## src/pcc_cfg.svh

```systemverilog
// constants for the pc card / true ide host pin block
// Operation
// RL1: i/o mode irq pin pulses low or holds low, chosen by option bit.
// RL2: true ide interrupt request is driven active high.
// RL3: i/o mode input acknowledge goes low while answering a selected i/o read.
// RL4: true ide dma request is raised whenever the card is ready for dma data.
// RL5: true ide cable select low means master, high means slave; ignored elsewhere.
// RL6: memory and i/o modes pull wait low until the current cycle may finish.
// RL7: true ide drives wait low while not ready, otherwise floats it.
// RL8: first voltage sense pin is driven low, second is left floating, always.
// RL9: word access puts odd byte on upper lane, even byte on lower lane.
// RL10: true ide task file accesses use the low lane; data moves as words.
// RL11: memory and i/o modes decode all eleven address lines with register select.
// RL12: true ide decodes only the three low address lines for the task file.
// RL13: battery detect pins high in memory mode, audio pin high in i/o mode.
// RL14: i/o mode status change pin goes low on ready or protect change, if enabled.
// RL15: a true ide slave asserts diagnostic done toward the master when finished.
// RL16: true ide activity pin shows drive activity or slave presence.
// RL17: the host answers dma request with dma acknowledge for each transfer.
// RL18: register select low reaches attribute space, high reaches common memory.
// RL19: true ide chip select 0 reaches task file, 1 reaches control registers.
// RL20: the host grounds output enable to select true ide mode.
// RL21: operating mode is caught once after reset release and kept until reset.
// RL22: a pin without function in the current mode stays inactive or floating.
`ifndef PCC_CFG_SVH
`define PCC_CFG_SVH
`define PCC_CTRL_OFS     8'h00
`define PCC_STAT_OFS     8'h04
`define PCC_CTRL_RST     8'h20
`define PCC_B_IRQ        0
`define PCC_B_LEVEL      1
`define PCC_B_DMA        2
`define PCC_B_DIAG       3
`define PCC_B_ACTIVE     4
`define PCC_B_READY      5
`define PCC_B_WPROT      6
`define PCC_B_STSEN      7
`define PCC_S_SLAVE      2
`define PCC_S_CHANGED    3
`define PCC_CLK_MHZ      200
`define PCC_PULSE_NS     100
`define PCC_PULSE_CYC    ((`PCC_PULSE_NS * `PCC_CLK_MHZ + 999) / 1000)
`endif

```

## src/pcc_pkg.sv

```systemverilog
// types shared by the pc card host pin block
package pcc_pkg;
  typedef enum logic [1:0] {
    MODE_MEM = 2'b00,
    MODE_IO  = 2'b01,
    MODE_IDE = 2'b10
  } mode_t;
  typedef enum logic [2:0] {
    SP_COMMON = 3'b000,
    SP_ATTR   = 3'b001,
    SP_IO     = 3'b010,
    SP_TASK   = 3'b011,
    SP_CTRL   = 3'b100,
    SP_DMA    = 3'b101
  } space_t;
endpackage

```

## src/pcc_host_pins.sv

```systemverilog
// pin behaviour of a pc card / true ide flash card toward its host
//
// The implementer's own choices: register access over Wishbone and the register offsets.
`timescale 1ns/1ps
`default_nettype none
`include "pcc_cfg.svh"
module pcc_host_pins (
  input  wire logic          clk_i,
  input  wire logic          rst_i,
  input  wire logic          wb_cyc_i,
  input  wire logic          wb_stb_i,
  input  wire logic          wb_we_i,
  input  wire logic [7:0]    wb_adr_i,
  input  wire logic [3:0]    wb_sel_i,
  input  wire logic [31:0]   wb_dat_i,
  output logic [31:0]        wb_dat_o,
  output logic               wb_ack_o,
  input  wire logic          io_strap_i,
  input  wire logic          oe_n_i,
  input  wire logic          we_n_i,
  input  wire logic          iord_n_i,
  input  wire logic          iowr_n_i,
  input  wire logic          ce1_n_i,
  input  wire logic          ce2_n_i,
  input  wire logic          reg_n_i,
  input  wire logic          cs0_n_i,
  input  wire logic          cs1_n_i,
  input  wire logic          csel_n_i,
  input  wire logic [10:0]   addr_i,
  input  wire logic [15:0]   data_i,
  output logic [15:0]        data_o,
  output logic [1:0]         data_oe_o,
  output logic               irq_pin_o,
  output logic               irq_pin_oe_o,
  output logic               inpack_dreq_o,
  output logic               inpack_dreq_oe_o,
  output logic               wait_n_o,
  output logic               wait_oe_o,
  output logic               vs1_n_o,
  output logic               vs1_oe_o,
  output logic               vs2_n_o,
  output logic               vs2_oe_o,
  output logic               bvd1_o,
  output logic               bvd1_oe_o,
  output logic               bvd2_o,
  output logic               bvd2_oe_o,
  output logic               acc_valid_o,
  output pcc_pkg::space_t    acc_space_o,
  output logic [10:0]        acc_addr_o,
  output logic               acc_write_o,
  output logic [15:0]        acc_wdata_o,
  output logic [1:0]         acc_lanes_o,
  input  wire logic          acc_done_i,
  input  wire logic [15:0]   acc_rdata_i
);
  import pcc_pkg::*;

  localparam logic [7:0] PULSE_CYC = 8'(`PCC_PULSE_CYC);

  // mode capture
  mode_t       mode_reg, mode_next;
  logic        caught_reg, caught_next;
  logic        slave_reg, slave_next;

  always_comb begin
    mode_next   = mode_reg;
    caught_next = caught_reg;
    slave_next  = slave_reg;
    // straps are sampled on the first edge after release, never under reset
    if (!caught_reg) begin
      caught_next = 1'b1; // see RL21
      if (!oe_n_i) begin
        mode_next  = MODE_IDE; // see RL20
        slave_next = csel_n_i; // see RL5
      end else begin
        mode_next  = io_strap_i ? MODE_IO : MODE_MEM;
        slave_next = 1'b0;
      end
    end
  end

  always_ff @(posedge clk_i) begin
    if (rst_i) begin
      mode_reg   <= MODE_MEM;
      caught_reg <= 1'b0;
      slave_reg  <= 1'b0;
    end else begin
      mode_reg   <= mode_next;
      caught_reg <= caught_next;
      slave_reg  <= slave_next;
    end
  end

  wire logic ide = caught_reg && (mode_reg == MODE_IDE);
  wire logic io  = caught_reg && (mode_reg == MODE_IO);
  wire logic mem = caught_reg && (mode_reg == MODE_MEM);

  // host access decode
  logic        sel, rd, wr, strobe;
  space_t      space;
  logic [1:0]  lanes, pins;
  logic        swap;
  logic [10:0] addr;

  always_comb begin
    sel   = 1'b0;
    rd    = 1'b0;
    wr    = 1'b0;
    space = SP_COMMON;
    lanes = 2'b11;
    pins  = 2'b11;
    swap  = 1'b0;
    addr  = addr_i; // see RL11
    if (ide) begin
      sel  = !cs0_n_i || !cs1_n_i || !reg_n_i;
      rd   = !iord_n_i;
      wr   = !iowr_n_i;
      addr = {8'h00, addr_i[2:0]}; // see RL12
      if (!reg_n_i) begin
        space = SP_DMA; // see RL17
      end else if (!cs1_n_i) begin
        space = SP_CTRL; // see RL19
      end else begin
        space = SP_TASK; // see RL19
      end
      // only the data register and dma move words, the rest sits on the low lane
      if (space == SP_DMA || (space == SP_TASK && addr_i[2:0] == 3'h0)) begin
        lanes = 2'b11; // see RL10
      end else begin
        lanes = 2'b01; // see RL10
      end
      pins = lanes;
    end else if (mem || io) begin
      sel = !ce1_n_i || !ce2_n_i;
      rd  = !oe_n_i || (io && !iord_n_i);
      wr  = !we_n_i || (io && !iowr_n_i);
      if (io && (!iord_n_i || !iowr_n_i)) begin
        space = SP_IO;
      end else begin
        space = reg_n_i ? SP_COMMON : SP_ATTR; // see RL18
      end
      case ({ce2_n_i, ce1_n_i})
        2'b00: begin
          lanes = 2'b11; // see RL9
          pins  = 2'b11;
        end
        2'b01: begin
          lanes = 2'b10;
          pins  = 2'b10;
        end
        2'b10: begin
          // 8-bit hosts fetch the odd byte through the low lane
          lanes = addr_i[0] ? 2'b10 : 2'b01;
          pins  = 2'b01;
          swap  = addr_i[0];
        end
        default: begin
          lanes = 2'b00;
          pins  = 2'b00;
        end
      endcase
    end
    strobe = sel && (rd || wr);
  end

  // access sequencing toward the card core
  logic        act_reg, act_next;
  logic        pend_reg, pend_next;
  logic        valid_reg, valid_next;
  logic        isrd_reg, isrd_next;
  logic        swap_reg, swap_next;
  logic [1:0]  pins_reg, pins_next;
  logic [1:0]  lanes_reg, lanes_next;
  space_t      space_reg, space_next;
  logic [10:0] addr_reg, addr_next;
  logic [15:0] wdat_reg, wdat_next;
  logic [15:0] rdat_reg, rdat_next;

  always_comb begin
    act_next   = act_reg;
    pend_next  = pend_reg;
    valid_next = 1'b0;
    isrd_next  = isrd_reg;
    swap_next  = swap_reg;
    pins_next  = pins_reg;
    lanes_next = lanes_reg;
    space_next = space_reg;
    addr_next  = addr_reg;
    wdat_next  = wdat_reg;
    rdat_next  = rdat_reg;
    if (!act_reg && strobe) begin
      act_next   = 1'b1;
      pend_next  = 1'b1; // see RL6
      valid_next = 1'b1;
      isrd_next  = rd;
      swap_next  = swap;
      pins_next  = pins;
      lanes_next = lanes;
      space_next = space;
      addr_next  = addr;
      wdat_next  = swap ? {data_i[7:0], 8'h00} : data_i;
    end else if (act_reg && !strobe) begin
      act_next  = 1'b0;
      pend_next = 1'b0;
    end
    if (pend_reg && acc_done_i) begin
      pend_next = 1'b0;
      if (swap_reg) begin
        rdat_next = {8'h00, acc_rdata_i[15:8]}; // see RL9
      end else if (lanes_reg == 2'b01) begin
        rdat_next = {8'h00, acc_rdata_i[7:0]}; // see RL10
      end else begin
        rdat_next = acc_rdata_i; // see RL9
      end
    end
  end

  always_ff @(posedge clk_i) begin
    if (rst_i) begin
      act_reg   <= 1'b0;
      pend_reg  <= 1'b0;
      valid_reg <= 1'b0;
      isrd_reg  <= 1'b0;
      swap_reg  <= 1'b0;
      pins_reg  <= 2'b00;
      lanes_reg <= 2'b00;
      space_reg <= SP_COMMON;
      addr_reg  <= 11'h000;
      wdat_reg  <= 16'h0000;
      rdat_reg  <= 16'h0000;
    end else begin
      act_reg   <= act_next;
      pend_reg  <= pend_next;
      valid_reg <= valid_next;
      isrd_reg  <= isrd_next;
      swap_reg  <= swap_next;
      pins_reg  <= pins_next;
      lanes_reg <= lanes_next;
      space_reg <= space_next;
      addr_reg  <= addr_next;
      wdat_reg  <= wdat_next;
      rdat_reg  <= rdat_next;
    end
  end

  // software registers and interrupt pulse
  logic [7:0]  ctrl_reg, ctrl_next;
  logic        chg_reg, chg_next;
  logic        ack_reg, ack_next;
  logic [31:0] rdo_reg, rdo_next;
  logic        irq_q_reg, irq_q_next;
  logic [7:0]  pulse_reg, pulse_next;
  logic        wr_hit;

  always_comb begin
    ctrl_next  = ctrl_reg;
    chg_next   = chg_reg;
    ack_next   = wb_cyc_i && wb_stb_i && !ack_reg;
    rdo_next   = 32'h0000_0000;
    irq_q_next = ctrl_reg[`PCC_B_IRQ];
    pulse_next = (pulse_reg != 8'h00) ? pulse_reg - 8'h01 : 8'h00;
    // a write lands on the edge where the master sees the acknowledge
    wr_hit     = wb_cyc_i && wb_stb_i && wb_we_i && ack_reg && wb_sel_i[0];
    if (wb_adr_i == `PCC_CTRL_OFS) begin
      rdo_next = {24'h000000, ctrl_reg};
    end else if (wb_adr_i == `PCC_STAT_OFS) begin
      rdo_next = {28'h0000000, chg_reg, slave_reg, mode_reg};
    end
    if (wr_hit && wb_adr_i == `PCC_STAT_OFS && wb_dat_i[`PCC_S_CHANGED]) begin
      chg_next = 1'b0;
    end
    if (wr_hit && wb_adr_i == `PCC_CTRL_OFS) begin
      ctrl_next = wb_dat_i[7:0];
      // set beats the clear when both land together
      if (io && (wb_dat_i[`PCC_B_READY] != ctrl_reg[`PCC_B_READY]
                 || wb_dat_i[`PCC_B_WPROT] != ctrl_reg[`PCC_B_WPROT])) begin
        chg_next = 1'b1; // see RL14
      end
    end
    if (ctrl_reg[`PCC_B_IRQ] && !irq_q_reg) begin
      pulse_next = PULSE_CYC; // see RL1
    end
  end

  always_ff @(posedge clk_i) begin
    if (rst_i) begin
      ctrl_reg  <= `PCC_CTRL_RST;
      chg_reg   <= 1'b0;
      ack_reg   <= 1'b0;
      rdo_reg   <= 32'h0000_0000;
      irq_q_reg <= 1'b0;
      pulse_reg <= 8'h00;
    end else begin
      ctrl_reg  <= ctrl_next;
      chg_reg   <= chg_next;
      ack_reg   <= ack_next;
      rdo_reg   <= rdo_next;
      irq_q_reg <= irq_q_next;
      pulse_reg <= pulse_next;
    end
  end

  assign wb_ack_o = ack_reg;
  assign wb_dat_o = rdo_reg;

  // core-side request
  assign acc_valid_o = valid_reg;
  assign acc_space_o = space_reg;
  assign acc_addr_o  = addr_reg;
  assign acc_write_o = !isrd_reg;
  assign acc_wdata_o = wdat_reg;
  assign acc_lanes_o = lanes_reg;

  // host pins
  assign data_o    = rdat_reg;
  assign data_oe_o = (act_reg && isrd_reg && !pend_reg && strobe) ? pins_reg : 2'b00;

  always_comb begin
    irq_pin_o        = 1'b1;
    irq_pin_oe_o     = 1'b0;
    inpack_dreq_o    = 1'b1;
    inpack_dreq_oe_o = 1'b0; // see RL22
    wait_n_o         = 1'b1;
    wait_oe_o        = 1'b0;
    bvd1_o           = 1'b1;
    bvd1_oe_o        = 1'b0;
    bvd2_o           = 1'b1;
    bvd2_oe_o        = 1'b0;
    if (mem) begin
      irq_pin_o    = ctrl_reg[`PCC_B_READY];
      irq_pin_oe_o = 1'b1;
      wait_n_o     = !pend_reg; // see RL6
      wait_oe_o    = 1'b1;
      bvd1_oe_o    = 1'b1; // see RL13
      bvd2_oe_o    = 1'b1; // see RL13
    end else if (io) begin
      irq_pin_oe_o = 1'b1;
      if (ctrl_reg[`PCC_B_LEVEL]) begin
        irq_pin_o = !ctrl_reg[`PCC_B_IRQ]; // see RL1
      end else begin
        irq_pin_o = (pulse_reg == 8'h00); // see RL1
      end
      inpack_dreq_oe_o = 1'b1;
      inpack_dreq_o    = !(sel && !iord_n_i && !reg_n_i); // see RL3
      wait_n_o         = !pend_reg; // see RL6
      wait_oe_o        = 1'b1;
      bvd1_oe_o        = 1'b1;
      bvd1_o           = !(chg_reg && ctrl_reg[`PCC_B_STSEN]); // see RL14
      bvd2_oe_o        = 1'b1; // see RL13
    end else if (ide) begin
      irq_pin_oe_o     = 1'b1;
      irq_pin_o        = ctrl_reg[`PCC_B_IRQ]; // see RL2
      inpack_dreq_oe_o = 1'b1;
      inpack_dreq_o    = ctrl_reg[`PCC_B_DMA]; // see RL4
      wait_n_o         = 1'b0;
      wait_oe_o        = pend_reg; // see RL7
      // a master leaves the diagnostic line to the slave
      bvd1_o    = !ctrl_reg[`PCC_B_DIAG];
      bvd1_oe_o = slave_reg; // see RL15
      bvd2_o    = !(ctrl_reg[`PCC_B_ACTIVE] || (slave_reg && !ctrl_reg[`PCC_B_DIAG])); // see RL16
      bvd2_oe_o = 1'b1;
    end
  end

  assign vs1_n_o  = 1'b0; // see RL8
  assign vs1_oe_o = 1'b1; // see RL8
  assign vs2_n_o  = 1'b1;
  assign vs2_oe_o = 1'b0; // see RL8

endmodule // pcc_host_pins
`default_nettype wire

```

## config.mk

```make
export PLATFORM = sky130hd
export DESIGN_NAME = pcc_host_pins
export DESIGN_NICKNAME = d
export VERILOG_FILES = /design/src/pcc_pkg.sv /design/src/pcc_host_pins.sv
export VERILOG_INCLUDE_DIRS = /design/src
export SDC_FILE = /design/constraint.sdc
export NUM_CORES = 1
export LEC_CHECK = 0
export ABC_AREA = 0
export ABC_CLOCK_PERIOD_IN_PS = 5100
export BUFFER_PORTS_ARGS = -buffer_cell sky130_fd_sc_hd__buf_2
export CAP_MARGIN = 25
export CORE_UTILIZATION = 25
export CTS_CLUSTER_SIZE = 40
export DETAILED_ROUTE_END_ITERATION = 10
export SLEW_MARGIN = 5
export SYNTH_ARGS = -nofsm -noshare
export SYNTH_HDL_FRONTEND = slang
export SYNTH_SLANG_ARGS = --single-unit
```

## constraint.sdc

```tcl
create_clock -name clk_i -period 5.1 [get_ports clk_i]
set_input_delay 0.255 -clock clk_i [delete_from_list [all_inputs] [get_ports clk_i]]
set_output_delay 0.255 -clock clk_i [all_outputs]
set_load 0.05 [all_outputs]
```

==> results by group <==
Status
  • Outcome: completed

Clocking
  • Post-CTS Hold Buffers: 0
  • Cts repair resizes: 0
  • Clk Tree Root Cell: clkbuf_16
  • Worst-path clk slew: around 0.060 ns
  • Clock Path Buffers: 2
  • CTS buffer count: 9
  • CTS tree: built
  • H-Tree Depth: 3
  • # Post-CTS Setup Buffers: 0
  • Clk sinks: 86
  • Clk_lat worst skew: 0.34 ns

Power and ir drop
  • Maximum vdd drop: around 0.17 mV
  • Power per cell area: 377.1 nW/µm²
  • P_leak: around 0.0022 µW

Worst setup path
  • Data required time at the worst endpoint: 5.35 ns
  • Arr. time, crit path: 3.26 ns
  • CP endpoint kind: flip-flop
  • Critical Path Start: mode_reg[1]
  • Startpoint types: flip-flop
  • FF-to-FF Start: mode_reg[1]
  • Crit Path Class: reg2reg
  • CP Max Fanout: 35

Global route
  • Initial antenna violation count: 0
  • First-pass GRT wire length: 16.03 mm
  • Grt ovf: 0
  • Total GRT Usage: about an eighth
  • Largest net degree at the start of global routing: 57
  • Vias in the first global route: between 3000 and 4000

Timing
  • Tmin final: around 3.0 ns
  • Fmax: between 0.3 and 0.4 GHz
  • Slew Viols, Final: 0
  • Final hold slack: approximately 0.13 ns
  • Final setup fails: 0
  • Final Hold Fails: 0
  • Period utilisation layout: between 50% and 60%
  • Worst-margin pin slew: 0.7901 ns
  • Worst slew margin: between 40% and 50%
  • Skew final: around 0.0043 ns
  • Final setup TNS: 0 ns
  • RSZ-0062 raised after global routing: false

Synth
  • Sequential cell area fraction in the yosys report: 44.98%
  • Async set or reset register ratio after synthesis: 0%
  • Yosys warns: 0
  • Mapped cell area: 3827 µm²
  • Post-Syn Instances: about 440
  • Syn avg cell area: between 8 and 9 µm²
  • Post-synth EDFFs: 0
  • Synthesized flop and latch total: 86
  • Dominant synthesized flop cell: dfxtp_1
  • Yosys cell types: 45

Detailed routing
  • Met2 WL: around 4.7 mm
  • First DRT Iteration DRCs: 104
  • Routed wire length on met3: a little over 700 µm
  • # DRC: 0
  • DR WL/cell: 13.31 µm
  • Routed vias: approximately 3400
  • Post-Route WL: 10.17 mm
  • Post-route ant nets: 0
  • First-pass DRT Iterations: 4
  • Top layer reached by signal wires: met4
  • Met1 wire length: about 4.6 mm
  • Drt via density: roughly 4.5

Floorplan
  • IO Count: 203
  • Core area: 14750 µm²
  • Die Y: approximately 130 µm
  • Initial Util: approximately 26%
  • Row cnt: 44
  • Die ar.: between 15000 and 20000 µm²
  • Die Wd: 125.7 µm

Cells and area
  • Share of layout cells above drive strength 1: about 30%
  • Fin util: 33.06%
  • Final net count: a little under 700
  • Fill count: around 1600
  • Area growth, synth to finish: 27.46%
  • # diodes: 0

Placement
  • Detailed placement HPWL: ~7.4 mm
  • Final GP Congestion: about 0.76
  • IO buf count: 147

Worst hold path
  • Hold crit path type: in2reg
  • Min-delay src: acc_rdata_i[14]

Run
  • Max_cap viols: 0
## per-stage QoR
stage | cells | setup slack, ns | instance area, µm² | total power [µW]
2_1_floorplan | 468 | 2.322 | 3925 | 1137
3_3_place_gp | 748 | 2.061 | 4592 | 1225
3_5_place_dp | 748 | 2.052 | 4592 | 1228
4_1_cts | 764 | 2.023 | 4878 | 1875
5_1_grt | 764 | 1.670 | 4878 | 1944
6_report | 764 | 2.081 | 4878 | 1840
## power by group
part | switching [µW] | internal (µW)
Sequential | 39.8 | 726
Combinational | 304 | 140
Clock | 274 | 356
Total | 618 | 1220
## final timing paths
| path | slack (ns) | cells after the start | end |
|---|---|---|---|
| max | 2.08 | 8 | acc_wdata_o[8] |
| min | 0.13 | 2 | data_o[14] |
| max reg2reg | 2.08 | 8 | acc_wdata_o[8] |
| min reg2reg | 0.45 | 2 | data_o[2] |
## Yosys cell counts (6+ instances only)
master | number | share of area, %
a21oi_1 | 28 | 3.7
a22o_1 | 8 | 1.8
a311oi_1 | 10 | 2.3
buf_2 | 7 | 0.92
buf_4 | 30 | 5.9
clkbuf_1 | 14 | 1.4
dfxtp_1 | 86 | 45
inv_1 | 7 | 0.69
mux2i_1 | 24 | 6.3
nand2_1 | 43 | 4.2
nand2b_1 | 23 | 3.8
nand3_1 | 27 | 3.5
nor2_1 | 49 | 4.8
nor2b_1 | 6 | 0.98
o21ai_0 | 11 | 1.4
o21ai_1 | 6 | 0.78
xor2_1 | 8 | 1.8
## cell families (layout without fill, tap and decap cells)
| kind of cell | count (synthesis) | in the layout | synth area share, % |
|---|---|---|---|
| compound gates | 77 | 77 | 12.81 |
| xor+xnor | 9 | 9 | 2.060 |
| fa+ha+maj | 3 | 3 | 0.9808 |
| buf+inv | 61 | 173 | 9.153 |
| flops | 86 | 86 | 44.98 |
| mux | 24 | 24 | 6.277 |
| other cells | 2 | 28 | 0.1962 |
| simple gates | 180 | 180 | 23.54 |
## worst max-delay path, cell delays in order, from the launching register on
cell and delay [ns]:
dfxtp_1 0.73, and3b_1 0.41, a22oi_1 0.10, a211o_1 0.29, inv_1 0.07, ha_2 0.54
buf_4 0.43, nor2_1 0.09, a311oi_1 0.25
## cell type report
cell class                 instances  area (µm²)  share of cell area [%]
multi-input combinational        321        1856                   38.04
sequential                        86        1722                   35.29
timing repair buffer             150       758.2                   15.54
clock buffer                      11       252.7                   5.181
tap                              184       230.2                   4.719
clock inverter                     5       33.78                  0.6925
inverter                           7       26.28                  0.5386
## layout by cell type, fill, tap and decap left out, drive strengths merged, types with 4 or more instances in the layout
| cell | n |
|---|---|
| o21ai | 17 |
| inv | 7 |
| nor2 | 49 |
| nand2 | 43 |
| dfxtp | 86 |
| conb | 28 |
| mux2i | 24 |
| buf | 150 |
| a21boi | 5 |
| nand2b | 23 |
| clkbuf | 11 |
| nor2b | 6 |
| nor4 | 4 |
| nor3 | 7 |
| a21oi | 29 |
| a311oi | 10 |
| xor2 | 8 |
| a22o | 8 |
| nand3 | 27 |
| and2 | 5 |
## layer usage
layer	track usage (%)	up-vias
li1	-	1724
met4	3.402	0
met1	15.74	1556
met5	0	-
met2	21.70	119
met3	5.565	8
(Power assumes the default switching activity.)
